File: src/rtl/tsb_defs.svh
`ifndef TSB_DEFS_SVH
`define TSB_DEFS_SVH
`define TSB_SLOTS 4'h9
`define TSB_LAST_SLOT 4'h8
`define TSB_PROX_SLOT 4'h8
`define TSB_CLK_HZ 20000000
`define TSB_PWM_HZ 2000000
`define TSB_PWM_DIV (`TSB_CLK_HZ / `TSB_PWM_HZ)
`define TSB_PHASE_MS_MIN 5
`define TSB_PHASE_MS_MAX 30
`define TSB_CYC_PER_MS (`TSB_CLK_HZ / 1000)
`define TSB_TONE_BASE_HZ 1000
`define TSB_HALF_1K (`TSB_CLK_HZ / (2 * `TSB_TONE_BASE_HZ))
`define TSB_DUTY_W 6
`define TSB_ACTIVE_MS 40
`define TSB_SLEEP_MS 200
`endif

File: src/rtl/tsb_pkg.sv
package tsb_pkg;
    typedef enum logic [1:0] {
        TSB_REP_ALL = 2'h0,
        TSB_REP_SINGLE = 2'h1,
        TSB_REP_STRONG = 2'h2
    } tsb_rep_t;
    typedef enum logic [1:0] {
        TSB_BZ_IDLE = 2'h0,
        TSB_BZ_PH1 = 2'h1,
        TSB_BZ_PH2 = 2'h2
    } tsb_bz_t;
endpackage

File: src/rtl/tsb_pwm.sv
`timescale 1ns/1ps
`include "tsb_defs.svh"
module tsb_pwm #(
    parameter int DIV = `TSB_PWM_DIV
) (
    input wire logic clk_sys,
    input wire logic rst_b,
    input wire logic [`TSB_DUTY_W-1:0] duty,
    output logic pwmOut
);
    logic [7:0] divReg;
    logic [`TSB_DUTY_W-1:0] phaseReg;
    logic [`TSB_DUTY_W-1:0] dutyReg;
    wire divWrap = (divReg == 8'(DIV - 1));
    // duty latched at period start so a change never makes a runt pulse
    always_ff @(posedge clk_sys)
    begin
        if (!rst_b)
        begin
            divReg <= 8'h00;
            phaseReg <= 6'h00;
            dutyReg <= 6'h00;
            pwmOut <= 1'b0;
        end
        else
        begin
            divReg <= divWrap ? 8'h00 : divReg + 8'h01;
            if (divWrap)
            begin
                phaseReg <= phaseReg + 6'h01;
                if (phaseReg == 6'h3F)
                    dutyReg <= duty;
                pwmOut <= ((phaseReg == 6'h3F) ? duty : dutyReg) > (phaseReg + 6'h01);
            end
        end
    end
endmodule

File: src/rtl/tsb_touch_scan.sv
`timescale 1ns/1ps
`include "tsb_defs.svh"
module tsb_touch_scan #(
    parameter int NCH = 8,
    parameter int DW = 12,
    parameter int SLOT_CYC = 2000,
    parameter int SKIP_W = 4
) (
    input wire logic clk_sys,
    input wire logic rst_b,
    input wire logic [NCH-1:0] chanEnable,
    input wire logic proxEnable,
    input wire logic [NCH-1:0] proxCombineMask,
    input wire logic [DW-1:0] senseValue,
    input wire logic senseDone,
    input wire logic [DW-1:0] threshold,
    input wire logic [DW-1:0] hysteresis,
    input wire logic [SKIP_W-1:0] activeSkip,
    input wire logic [SKIP_W-1:0] sleepSkip,
    input wire logic sleepEnable,
    input wire logic forceMode,
    input wire logic forceSleep,
    input wire tsb_pkg::tsb_rep_t repMode,
    input wire logic idleHoldOne,
    input wire logic [NCH-1:0] mapA,
    input wire logic [NCH-1:0] mapB,
    input wire logic [NCH*`TSB_DUTY_W-1:0] chanDuty,
    input wire logic [`TSB_DUTY_W-1:0] idleDutyA,
    input wire logic [`TSB_DUTY_W-1:0] idleDutyB,
    input wire logic buzzEnable,
    input wire logic buzzIdleLevel,
    input wire logic [1:0] buzzTone1,
    input wire logic [1:0] buzzTone2,
    input wire logic [4:0] buzzLen1,
    input wire logic [4:0] buzzLen2,
    output logic senseStart,
    output logic [3:0] senseSlot,
    output logic [NCH-1:0] senseCombine,
    output logic ledDrive,
    output logic sleepMode,
    output logic [NCH-1:0] buttonStatus,
    output logic proxStatus,
    output logic [NCH-1:0] reportStatus,
    output logic statusIrq,
    output logic levelOutputA,
    output logic levelOutputB,
    output logic buzzerOut
);
    import tsb_pkg::*;

    function automatic logic [3:0] lowIdx(input logic [NCH-1:0] v);
        logic [3:0] r;
        r = 4'hF;
        for (int i = NCH - 1; i >= 0; i--)
            if (v[i])
                r = 4'(i);
        return r;
    endfunction

    // slot sequencer: each slot = sensing half then LED half
    logic [15:0] slotCnt_reg;
    logic [3:0] slot_reg;
    logic ledHalf_reg;
    logic [SKIP_W-1:0] skipCnt_reg;
    logic frameAny_reg;
    logic [DW-1:0] strength_reg [NCH];
    wire halfEnd = (slotCnt_reg == 16'(SLOT_CYC - 1));
    wire slotEnd = halfEnd && ledHalf_reg;
    wire frameEnd = slotEnd && (slot_reg == `TSB_LAST_SLOT);
    wire inSkip = (skipCnt_reg != '0);
    wire [SKIP_W-1:0] skipLoad = sleepMode ? sleepSkip : activeSkip;
    wire slotIsProx = (slot_reg == `TSB_PROX_SLOT);
    wire slotEn = slotIsProx ? proxEnable : chanEnable[slot_reg[2:0]];
    wire measure = !inSkip && slotEn;
    wire [3:0] nextSlot = (slot_reg == `TSB_LAST_SLOT) ? 4'h0 : slot_reg + 4'h1;

    always_ff @(posedge clk_sys)
    begin
        if (!rst_b)
        begin
            slotCnt_reg <= 16'h0000;
            slot_reg <= 4'h0;
            ledHalf_reg <= 1'b0;
            skipCnt_reg <= '0;
            senseStart <= 1'b0;
            senseSlot <= 4'h0;
            senseCombine <= '0;
            ledDrive <= 1'b0;
        end
        else
        begin
            slotCnt_reg <= halfEnd ? 16'h0000 : slotCnt_reg + 16'h0001;
            if (halfEnd)
                ledHalf_reg <= !ledHalf_reg;
            if (slotEnd)
                slot_reg <= nextSlot;
            // skip frames follow each measured frame, period = frame + skips
            if (frameEnd)
                skipCnt_reg <= inSkip ? skipCnt_reg - 1'b1 : skipLoad;
            senseStart <= (slotCnt_reg == 16'h0000) && !ledHalf_reg && measure;
            senseSlot <= slot_reg;
            senseCombine <= (slotIsProx && measure) ? proxCombineMask : '0;
            ledDrive <= ledHalf_reg;
        end
    end

    // touch detection with hysteresis
    wire [DW:0] onLvl = {1'b0, threshold} + {1'b0, hysteresis};
    wire [DW:0] offLvl = {1'b0, threshold} - {1'b0, hysteresis};
    wire offNeg = (hysteresis > threshold);
    wire valIsOn = ({1'b0, senseValue} >= onLvl);
    wire valIsOff = !offNeg && ({1'b0, senseValue} < offLvl);
    wire capture = senseDone && ledHalf_reg == 1'b0 && !inSkip;
    logic [NCH-1:0] btnNext;
    logic proxNext;
    always_comb
    begin
        btnNext = buttonStatus;
        proxNext = proxStatus;
        if (capture && slotIsProx)
            proxNext = valIsOn ? 1'b1 : (valIsOff ? 1'b0 : proxStatus);
        else if (capture)
        begin
            if (valIsOn)
                btnNext[slot_reg[2:0]] = 1'b1;
            else if (valIsOff)
                btnNext[slot_reg[2:0]] = 1'b0;
        end
        btnNext = btnNext & chanEnable;
    end
    wire stateChange = (btnNext != buttonStatus) || (proxNext != proxStatus);

    always_ff @(posedge clk_sys)
    begin
        if (!rst_b)
        begin
            buttonStatus <= '0;
            proxStatus <= 1'b0;
            statusIrq <= 1'b0;
            frameAny_reg <= 1'b0;
            sleepMode <= 1'b0;
            for (int i = 0; i < NCH; i++)
                strength_reg[i] <= '0;
        end
        else
        begin
            buttonStatus <= btnNext;
            proxStatus <= proxNext;
            statusIrq <= stateChange;
            if (capture && !slotIsProx)
                strength_reg[slot_reg[2:0]] <= senseValue;
            frameAny_reg <= frameEnd ? 1'b0 : (frameAny_reg || (|btnNext) || proxNext);
            if (forceMode)
                sleepMode <= forceSleep;
            else if (sleepMode && ((|btnNext) || proxNext))
                sleepMode <= 1'b0;
            else if (frameEnd && !inSkip && sleepEnable && !frameAny_reg)
                sleepMode <= 1'b1;
        end
    end

    // reporting: one index held; 4'hF means none
    logic [3:0] rep_reg;
    logic idleGap_reg;
    wire [NCH-1:0] newTouch = btnNext & ~buttonStatus;
    wire repHeld = (rep_reg != 4'hF) && btnNext[rep_reg[2:0]];
    logic [3:0] strongIdx;
    always_comb
    begin
        strongIdx = rep_reg;
        for (int i = 0; i < NCH; i++)
            if (btnNext[i] && (strongIdx == 4'hF || !btnNext[strongIdx[2:0]] ||
                strength_reg[i] > strength_reg[strongIdx[2:0]]))
                strongIdx = 4'(i);
    end
    wire [3:0] repNext =
        (repMode == TSB_REP_SINGLE) ? (repHeld ? rep_reg : lowIdx(btnNext)) :
        (repMode == TSB_REP_STRONG) ? strongIdx : 4'hF;
    wire repSwitch = (rep_reg != 4'hF) && (repNext != rep_reg) && (repNext != 4'hF);

    always_ff @(posedge clk_sys)
    begin
        if (!rst_b)
        begin
            rep_reg <= 4'hF;
            idleGap_reg <= 1'b0;
            reportStatus <= '0;
        end
        else
        begin
            rep_reg <= repNext;
            // optional idle level between reports, held until the end of the current measured frame
            if (repSwitch && idleHoldOne)
                idleGap_reg <= 1'b1;
            else if (frameEnd && !inSkip)
                idleGap_reg <= 1'b0;
            reportStatus <= (repMode == TSB_REP_ALL) ? btnNext :
                ((repNext == 4'hF) ? '0 : (NCH'(1) << repNext[2:0]));
        end
    end

    wire showRep = (rep_reg != 4'hF) && !idleGap_reg && (repMode != TSB_REP_ALL);
    wire [`TSB_DUTY_W-1:0] repDuty = chanDuty[rep_reg[2:0]*`TSB_DUTY_W +: `TSB_DUTY_W];
    wire [`TSB_DUTY_W-1:0] dutyA = (showRep && mapA[rep_reg[2:0]]) ? repDuty : idleDutyA;
    wire [`TSB_DUTY_W-1:0] dutyB = (showRep && mapB[rep_reg[2:0]]) ? repDuty : idleDutyB;

    tsb_pwm u_pwmA (
        .clk_sys(clk_sys),
        .rst_b(rst_b),
        .duty(dutyA),
        .pwmOut(levelOutputA)
    );
    tsb_pwm u_pwmB (
        .clk_sys(clk_sys),
        .rst_b(rst_b),
        .duty(dutyB),
        .pwmOut(levelOutputB)
    );

    // buzzer: triggered by new touches only, so holds never retrigger
    tsb_bz_t bz_reg;
    logic [19:0] bzTime_reg;
    logic [15:0] bzHalf_reg;
    wire [4:0] lenSel = (bz_reg == TSB_BZ_PH1) ? buzzLen1 : buzzLen2;
    wire [4:0] lenMs = (lenSel < 5'(`TSB_PHASE_MS_MIN)) ? 5'(`TSB_PHASE_MS_MIN) :
        ((lenSel > 5'(`TSB_PHASE_MS_MAX)) ? 5'(`TSB_PHASE_MS_MAX) : lenSel);
    wire [1:0] toneSel = (bz_reg == TSB_BZ_PH1) ? buzzTone1 : buzzTone2;
    wire [15:0] halfCyc = 16'(`TSB_HALF_1K) >> toneSel;
    wire phaseEnd = (bzTime_reg == 20'(lenMs * `TSB_CYC_PER_MS - 1));
    wire halfEnd2 = (bzHalf_reg >= halfCyc - 16'h0001);

    always_ff @(posedge clk_sys)
    begin
        if (!rst_b)
        begin
            bz_reg <= TSB_BZ_IDLE;
            bzTime_reg <= 20'h00000;
            bzHalf_reg <= 16'h0000;
            buzzerOut <= 1'b0;
        end
        else
        begin
            unique case (bz_reg)
                TSB_BZ_IDLE:
                begin
                    buzzerOut <= buzzIdleLevel;
                    bzTime_reg <= 20'h00000;
                    bzHalf_reg <= 16'h0000;
                    if (buzzEnable && (|newTouch))
                        bz_reg <= TSB_BZ_PH1;
                end
                TSB_BZ_PH1, TSB_BZ_PH2:
                begin
                    bzTime_reg <= phaseEnd ? 20'h00000 : bzTime_reg + 20'h00001;
                    bzHalf_reg <= (halfEnd2 || phaseEnd) ? 16'h0000 : bzHalf_reg + 16'h0001;
                    if (halfEnd2)
                        buzzerOut <= !buzzerOut;
                    if (phaseEnd)
                        bz_reg <= (bz_reg == TSB_BZ_PH1) ? TSB_BZ_PH2 : TSB_BZ_IDLE;
                end
                default:
                    bz_reg <= TSB_BZ_IDLE;
            endcase
        end
    end

    a_frame_wrap: assert property (@(posedge clk_sys) disable iff (!rst_b)
        frameEnd |=> slot_reg == 4'h0)
        else $error("frame did not wrap after slot eight");
    a_slot_order: assert property (@(posedge clk_sys) disable iff (!rst_b)
        slotEnd && slot_reg != `TSB_LAST_SLOT |=> slot_reg == $past(slot_reg) + 4'h1)
        else $error("slot skipped");
    a_skip_quiet: assert property (@(posedge clk_sys) disable iff (!rst_b)
        inSkip |=> !senseStart)
        else $error("measurement in skip frame");
    a_force_mode: assert property (@(posedge clk_sys) disable iff (!rst_b)
        forceMode |=> sleepMode == $past(forceSleep))
        else $error("forced mode not held");
    a_wake_touch: assert property (@(posedge clk_sys) disable iff (!rst_b)
        !forceMode && sleepMode && (|btnNext) |=> !sleepMode)
        else $error("touch did not wake");
    a_touch_hyst: assert property (@(posedge clk_sys) disable iff (!rst_b)
        capture && !slotIsProx && valIsOn && chanEnable[slot_reg[2:0]]
        |=> buttonStatus[$past(slot_reg[2:0])])
        else $error("touch above threshold missed");
    a_irq_change: assert property (@(posedge clk_sys) disable iff (!rst_b)
        stateChange |=> statusIrq)
        else $error("no irq on change");
    a_buzz_once: assert property (@(posedge clk_sys) disable iff (!rst_b)
        bz_reg == TSB_BZ_IDLE && !(buzzEnable && (|newTouch)) |=> bz_reg == TSB_BZ_IDLE)
        else $error("buzzer started without new touch");
    a_all_idle: assert property (@(posedge clk_sys) disable iff (!rst_b)
        repMode == TSB_REP_ALL |=> rep_reg == 4'hF)
        else $error("level output reported in all mode");
endmodule

File: config.mk
export PLATFORM = sky130hd
export DESIGN_NAME = tsb_touch_scan
export DESIGN_NICKNAME = d
export VERILOG_FILES = /design/src/rtl/tsb_pkg.sv /design/src/rtl/tsb_pwm.sv /design/src/rtl/tsb_touch_scan.sv
export VERILOG_INCLUDE_DIRS = /design/src /design/src/rtl
export SDC_FILE = /design/constraint.sdc
export NUM_CORES = 1
export LEC_CHECK = 0
export BUFFER_PORTS_ARGS = -buffer_cell sky130_fd_sc_hd__clkbuf_2
export CORE_MARGIN = 2
export CORE_UTILIZATION = 48
export DETAILED_ROUTE_END_ITERATION = 10
export GPL_TIMING_DRIVEN = 0
export PLACE_DENSITY = 0.66
export SLEW_MARGIN = 10
export SYNTH_ARGS = -nofsm -noshare
export SYNTH_HDL_FRONTEND = slang
export SYNTH_HIERARCHICAL = 1
export SYNTH_SLANG_ARGS = --single-unit
File: constraint.sdc
create_clock -name clk_sys -period 31.5 [get_ports clk_sys]
set_input_delay 3.15 -clock clk_sys [delete_from_list [all_inputs] [get_ports clk_sys]]
set_output_delay 3.15 -clock clk_sys [all_outputs]
set_load 0.02 [all_outputs]
==> results of run 1 <==
[cell families after synthesis]
group / share of synthesized area (%)
and+or+nand+nor: 24.3
AOI/OAI and AO/OA: 21.5
buffers and inverters: 4.55
DFF: 24.8
adders and majority gates: 12.6
muxes: 8.40
xor gates and xnor gates: 3.87
[report_power, final]
group	internal (µW)	total (µW)	switching, µW
logic	225	600	375
clock network	181	314	133
registers	331	358	26.1
[critical path, delay by kind of cell]
kind                     cells  cell delay [ns]
AO/OA/AOI/OAI               71            14.71
XOR/XNOR                     1             0.16
adder cells (fa/ha/maj)     10             2.96
buffers and inverters       19             4.52
AND/OR/NAND/NOR             30             5.47
[repair_timing]
action	4_1_cts	5_1_grt
gates cloned	0	1
endpoints found under the setup margin	13	13
pin swaps	2	11
resized for setup	68	125
setup buffers	4	24
hold buffers	0	0
[layer usage]
metal / GRT usage [%] / part of all wire, %
met5: 0.0978 / 0
met4: 23.9 / 6.9
met3: 10.4 / 12
met1: 52.8 / 39
met2: 63.4 / 43
[cell type report]
type	instances	area, µm²	area share (%)
Multi-Input combinational cell	2425	16700	62.8
Sequential cell	241	5790	21.7
Timing Repair Buffer	234	1300	4.88
Tap cell	615	769	2.89
Buffer	145	757	2.84
Clock buffer	35	737	2.76
Inverter	119	447	1.67
Clock inverter	11	121	0.455
Antenna cell	4	10.0	0.0375
[placed cells by master (no fill, tap or decap), types with 13 or more instances in the layout]
| master | Yosys | routed |
|---|---|---|
| nor3_1 | 49 | 47 |
| mux4_2 | 32 | 32 |
| mux2_2 | 30 | 30 |
| mux2i_1 | 90 | 90 |
| o21ai_1 | 29 | 28 |
| and3_1 | 44 | 44 |
| a21oi_1 | 199 | 193 |
| o211ai_1 | 18 | 18 |
| a311oi_1 | 15 | 15 |
| and2_1 | 112 | 110 |
| clkbuf_16 | 0 | 28 |
| dfxtp_1 | 145 | 145 |
| clkbuf_1 | 107 | 58 |
| o22ai_1 | 23 | 22 |
| xor2_1 | 45 | 45 |
| clkbuf_4 | 0 | 18 |
| a211oi_1 | 32 | 31 |
| o21a_1 | 21 | 20 |
| ha_1 | 225 | 225 |
| a221oi_1 | 19 | 17 |
| nand2b_1 | 26 | 26 |
| clkbuf_2 | 0 | 225 |
| o21ai_0 | 138 | 127 |
| buf_4 | 1 | 37 |
| nor2_1 | 272 | 263 |
| nand4_1 | 37 | 37 |
| o21ai_2 | 4 | 15 |
| edfxtp_1 | 96 | 96 |
| inv_1 | 112 | 112 |
| xnor2_1 | 58 | 58 |
| a31oi_1 | 61 | 59 |
| nor2b_1 | 31 | 31 |
| nand2_1 | 429 | 424 |
| nand3_1 | 103 | 101 |
| o31ai_1 | 13 | 13 |
| a21o_1 | 37 | 37 |
| buf_2 | 18 | 29 |
[final timing paths]
kind | from | to | slack (ns) | cells past startpoint
worst max-delay path | threshold[0] | reportStatus[6]$_SDFF_PN0_ | 0.89 | 131
worst min-delay path | u_pwmA/dutyReg[3]$_SDFFE_PN0P_ | u_pwmA/dutyReg[3]$_SDFFE_PN0P_ | 0.46 | 2
worst max register to register | rep_reg[0]$_SDFF_PN1_ | reportStatus[6]$_SDFF_PN0_ | 1.16 | 123
worst min register to register | u_pwmA/dutyReg[3]$_SDFFE_PN0P_ | u_pwmA/dutyReg[3]$_SDFFE_PN0P_ | 0.46 | 2
[stage by stage]
stage | utilization (%) | hold slack (ns) | setup TNS [ns] | total power (µW) | instance area, µm²
2_1_floorplan | - | 0.424 | 0 | 722 | 23300
3_3_place_gp | 52.4 | 0.435 | -59.89 | 899 | 25100
3_5_place_dp | 52.7 | 0.447 | -58.41 | 910 | 25200
4_1_cts | 54.8 | 0.459 | 0 | 1230 | 26200
5_1_grt | 55.7 | 0.486 | -0.0161 | 1330 | 26700
6_report | 55.7 | 0.458 | 0 | 1270 | 26700
==> summary.md, run 1 <==
| Metric | Value |
|---|---|
| Status | `completed` |
| Average size of a mapped cell | `7.96 µm²` |
| CP endpoint kind | `flip-flop` |
| Leak | `0.0116 µW` |
| Max-capacitance violation count | `0` |
| Synth warnings | `6` |
| First-pass GRT wire length | `154 mm` |
| Layout cells sized above 1 | `16.9%` |
| Slowest stage delay, CP | `0.56 ns` |
| Die H | `225 µm` |
| Initial DRC count | `3289` |
| Largest net degree at the start of global routing | `15` |
| Syn nets | `about 3300` |
| Die ar. | `50400 µm²` |
| Top cells by area, synth | `dfxtp_1, edfxtp_1, ha_1` |
| Fin Clk Skew | `0.0136 ns` |
| Syn Inst Count | `2933` |
| Setup WS pre-CTS | `-4.67 ns` |
| Worst IR Drop VDD | `0.0000413 V` |
| Overflow left after global routing | `0` |
| Fill count | `between 4000 and 5000` |
| Skew-Pair Late Insertion Delay | `0.56 ns` |
| Top cell type's share of synthesized area | `12.4%` |
| Nets | `3586` |
| Initial antenna violation count | `5` |
| Post-synth top cells | `nand2_1, nor2_1, ha_1, a21oi_1, dfxtp_1` |
| Final Setup Violations | `0` |
| Post-synth EDFFs | `96` |
| All-Layer GR Usage | `between 40 and 50%` |
| Wire per inst | `between 20 and 30 µm` |
| IO Pins | `198` |
| WS Path Type | `input pin to flip-flop` |
| Hold Path Class | `flip-flop to flip-flop` |
| Worst-margin pin slew | `1.15 ns` |
| FP Rows | `80` |
| Number of buffers created by CTS | `27` |
| Vias in the first global route | `roughly 24000` |
| CP arrival | `slightly above 30 ns` |
| CTS H-tree lvls | `1` |
| Tcrit/Tclk final | `97.2%` |
| Max reg flops | `between 90 and 100` |
| HPWL after DPL | `80.3 mm` |
| Clock buffer depth | `3` |
| Non-filler cells, final | `3829` |
| Synthesized area | `23300 µm²` |
| Routed wire length | `107 mm` |
| CTS tree | `done` |
| PortBufs | `slightly below 200` |
| #FFs+latches synth | `roughly 240` |
| Crit path time final | `roughly 31 ns` |
| Hold Fails Final Rpt | `0` |
| FFs w/ async S/R, synth | `0%` |
| Final GP Congestion | `1.02` |
| Number of routed nets with antenna violations | `0` |
| Fmax | `32.7 MHz` |
| Slew Viols, Final | `0` |
| Placed insts | `3754` |
| Via density | `6.62` |
| CTS root buffer | `clkbuf_16` |
| Crit path top cell by count | `a21oi_1` |
| Slew margin rel. | `between 20% and 30%` |
| Residual DRC | `0` |
| Via Count | `between 20000 and 30000` |
| Type of origin of the critical path | `input pin` |
| Seq/Total Area, Yosys | `about a quarter` |
| Final WS setup | `0.889 ns` |
| Area delta synth->final | `14.3%` |
| Ys flop type | `dfxtp_1` |
| Core area | `47800 µm²` |
| Clock sink count | `241` |
| Clock slew at reported path FFs | `~0.060 ns` |
| Power per cell area | `47.7 nW/µm²` |
| Initial core utilization | `48.8%` |
| Post-synth top area cell | `dfxtp_1` |
| Die width | `225 µm` |
| Count leader, synth | `nand2_1` |
| Synth cell types | `around 110` |
| Crit-path max FO | `10` |
| Pre-antenna DRT Iters | `6` |
| Max stage delay cell, worst path | `buf_1` |
| Critical Path RT | `31.97 ns` |
Note: power is estimated with default switching activity, not from simulation.
==> inputs of run 2 (changes only) <==
- BUFFER_PORTS_ARGS: -buffer_cell sky130_fd_sc_hd__clkbuf_2 -> -buffer_cell sky130_fd_sc_hd__buf_2
==> run 2 against run 1 <==
Against the previous run: critical path depth rose by 11; total power decreased by 0.16%; sequential power hardly changed; flip-flop and latch count unchanged; worst setup slack better by 0.42 ns; combinational power down 2%; hold slack lost 0.0010 ns.
==> summary.md, run 2 (same netlist as run 1, synthesis figures left out) <==
| Metric | Value |
|---|---|
| Status | `completed` |
| Placed insts | `3752` |
| Depth of the most critical reg-to-reg path | `130` |
| PortBufs | `between 150 and 200` |
| Sequential share of power | `between 20 and 30%` |
| Most frequent cells in the layout | `nand2_1, nor2_1, buf_2` |
| Max-capacitance violation count | `0` |
| Power per cell area | `47.7 nW/µm²` |
| Layout cells sized above 1 | `16.6%` |
| Max stage delay cell, worst path | `o41a_1` |
| IO Pins | `198` |
| Final core occ | `55.6%` |
| Switching pwr | `531 µW` |
| Final WS setup | `1.30 ns` |
| CTS H-tree lvls | `1` |
| Residual DRC | `0` |
| Comb power frac | `46.3%` |
| Slowest stage delay, CP | `0.51 ns` |
| Switching share of power | `41.8%` |
| Initial antenna violation count | `10` |
| Tcrit/Tclk final | `95.9%` |
| Max reg flops | `96` |
| Critical Path RT | `approximately 32 ns` |
| Skew-Pair Late Insertion Delay | `0.57 ns` |
| Nets | `3581` |
| Worst-case hold slack | `0.457 ns` |
| Clock buffer depth | `3` |
| Area delta synth->final | `14.0%` |
| Setup WS pre-CTS | `-3.72 ns` |
| Die width | `225 µm` |
| Met3 Resource Use GR | `11.5%` |
| Crit path top cell by count | `nor2_1` |
| Initial DRC count | `about 2900` |
| Routed wire length | `104 mm` |
| FP Rows | `80` |
| Core area | `47800 µm²` |
| Slew Viols, Final | `0` |
| Via Count | `25200` |
| Via density | `6.59` |
| Vias in the first global route | `approximately 24000` |
| Clock slew at reported path FFs | `roughly 0.06 ns` |
| Gr busiest metal | `met2` |
| HPWL after DPL | `77.3 mm` |
| Initial core utilization | `between 40 and 50%` |
| CP arrival | `30.66 ns` |
| CP endpoint kind | `flip-flop` |
| Clock power share | `between 20% and 30%` |
| Worst-margin pin slew | `~1.2 ns` |
| Die ar. | `just over 50000 µm²` |
| GR Util met2 | `61.5%` |
| Fin Clk Skew | `approximately 0.022 ns` |
| WS Path Type | `input pin to flip-flop` |
| Crit path time final | `30.20 ns` |
| Die H | `~220 µm` |
| First-pass GRT wire length | `152 mm` |
| Hold Fails Final Rpt | `0` |
| Fmax | `33.1 MHz` |
| Overflow left after global routing | `0` |
| Clock sink count | `241` |
| Number of buffers created by CTS | `29` |
| Largest net degree at the start of global routing | `15` |
| Hold path depth | `2` |
| CTS root buffer | `clkbuf_16` |
| Slew margin rel. | `17.8%` |
| Final GP Congestion | `roughly 1.1` |
| Most common cell after layout, fill and taps aside | `nand2_1` |
| Worst IR Drop VDD | `0.0000379 V` |
| Hold Path Class | `flip-flop to flip-flop` |
| Grt met1 use | `50.9%` |
| Final Setup Violations | `0` |
| Hold Buf Count CTS | `0` |
| CTS tree | `done` |
| Pint | `739 µW` |
| All-Layer GR Usage | `40.2%` |
| Crit-path max FO | `11` |
| Non-filler cells, final | `between 3000 and 4000` |
| Pre-antenna DRT Iters | `6` |
| Wire per inst | `27.2 µm` |
| Type of origin of the critical path | `input pin` |
| Leak | `0.0116 µW` |
| Number of routed nets with antenna violations | `0` |
run 2: cell count changes in the layout (fill, tap and decap cells not counted), sizes merged:
cell           previous run  this run
clkbuf                  330       135
buf                      82       271
clkinvlp                  0         2
inv                     116       118
bufinv                    2         1
clkdlybuf4s15             2         3
nor2                    279       278
run 2: power by group through the flow:
stage | Sequential [µW] | Clock, µW | Combinational (µW)
floorplan | 347 | 0 | 375
global placement | 363 | 0 | 529
detailed placement | 362 | 0 | 541
CTS | 355 | 324 | 549
global route | 357 | 338 | 631
finish | 359 | 323 | 588
run 2: timing repair:
item | in CTS | in global routing
resized for setup | 54 | 119
setup endpoints to repair | 13 | 13
buffers inserted | 2 | 22
pin swaps | 1 | 11
run 2: area by class of cell:
| cell class | count | area, µm² |
|---|---|---|
| Multi-Input combinational cell | 2424 | 16700 |
| Antenna cell | 4 | 10.0 |
| Inverter | 119 | 447 |
| Timing Repair Buffer | 228 | 1230 |
| Buffer | 145 | 737 |
| Tap cell | 615 | 769 |
| Sequential cell | 241 | 5790 |
| Clock inverter | 14 | 126 |
| Clock buffer | 36 | 782 |
| Fill cell | 4529 | 21200 |
run 2: critical path, delay by kind of cell:
kind                       cells  cell delay, ns
AOI/OAI and AO/OA             72           13.96
xor gates and xnor gates       1            0.08
adders and majority gates      9            2.77
buffers and inverters         20            4.48
and+or+nand+nor               40            6.09
run 2: worst paths after layout:
kind / from / to / slack (ns)
setup / recovery: hysteresis[1] / reportStatus[4]$_SDFF_PN0_ / 1.30
hold / removal: u_pwmA/dutyReg[3]$_SDFFE_PN0P_ / u_pwmA/dutyReg[3]$_SDFFE_PN0P_ / 0.46
setup reg to reg: rep_reg[0]$_SDFF_PN1_ / reportStatus[4]$_SDFF_PN0_ / 1.43
hold reg to reg: u_pwmA/dutyReg[3]$_SDFFE_PN0P_ / u_pwmA/dutyReg[3]$_SDFFE_PN0P_ / 0.46
run 2: routing by layer:
layer,routed length (µm),up-vias
met1,40200,11900
met5,52,-
met4,6840,8
li1,-,11200
met2,43900,1695
met3,13100,418
run 2: through the flow:
stage	TNS [ns]	instance area, µm²	total power, µW
2_1_floorplan	0	23300	722
3_3_place_gp	-45.17	25100	891
3_5_place_dp	-46.04	25200	903
4_1_cts	0	26200	1230
5_1_grt	-0.0000178	26600	1320
6_report	0	26600	1270
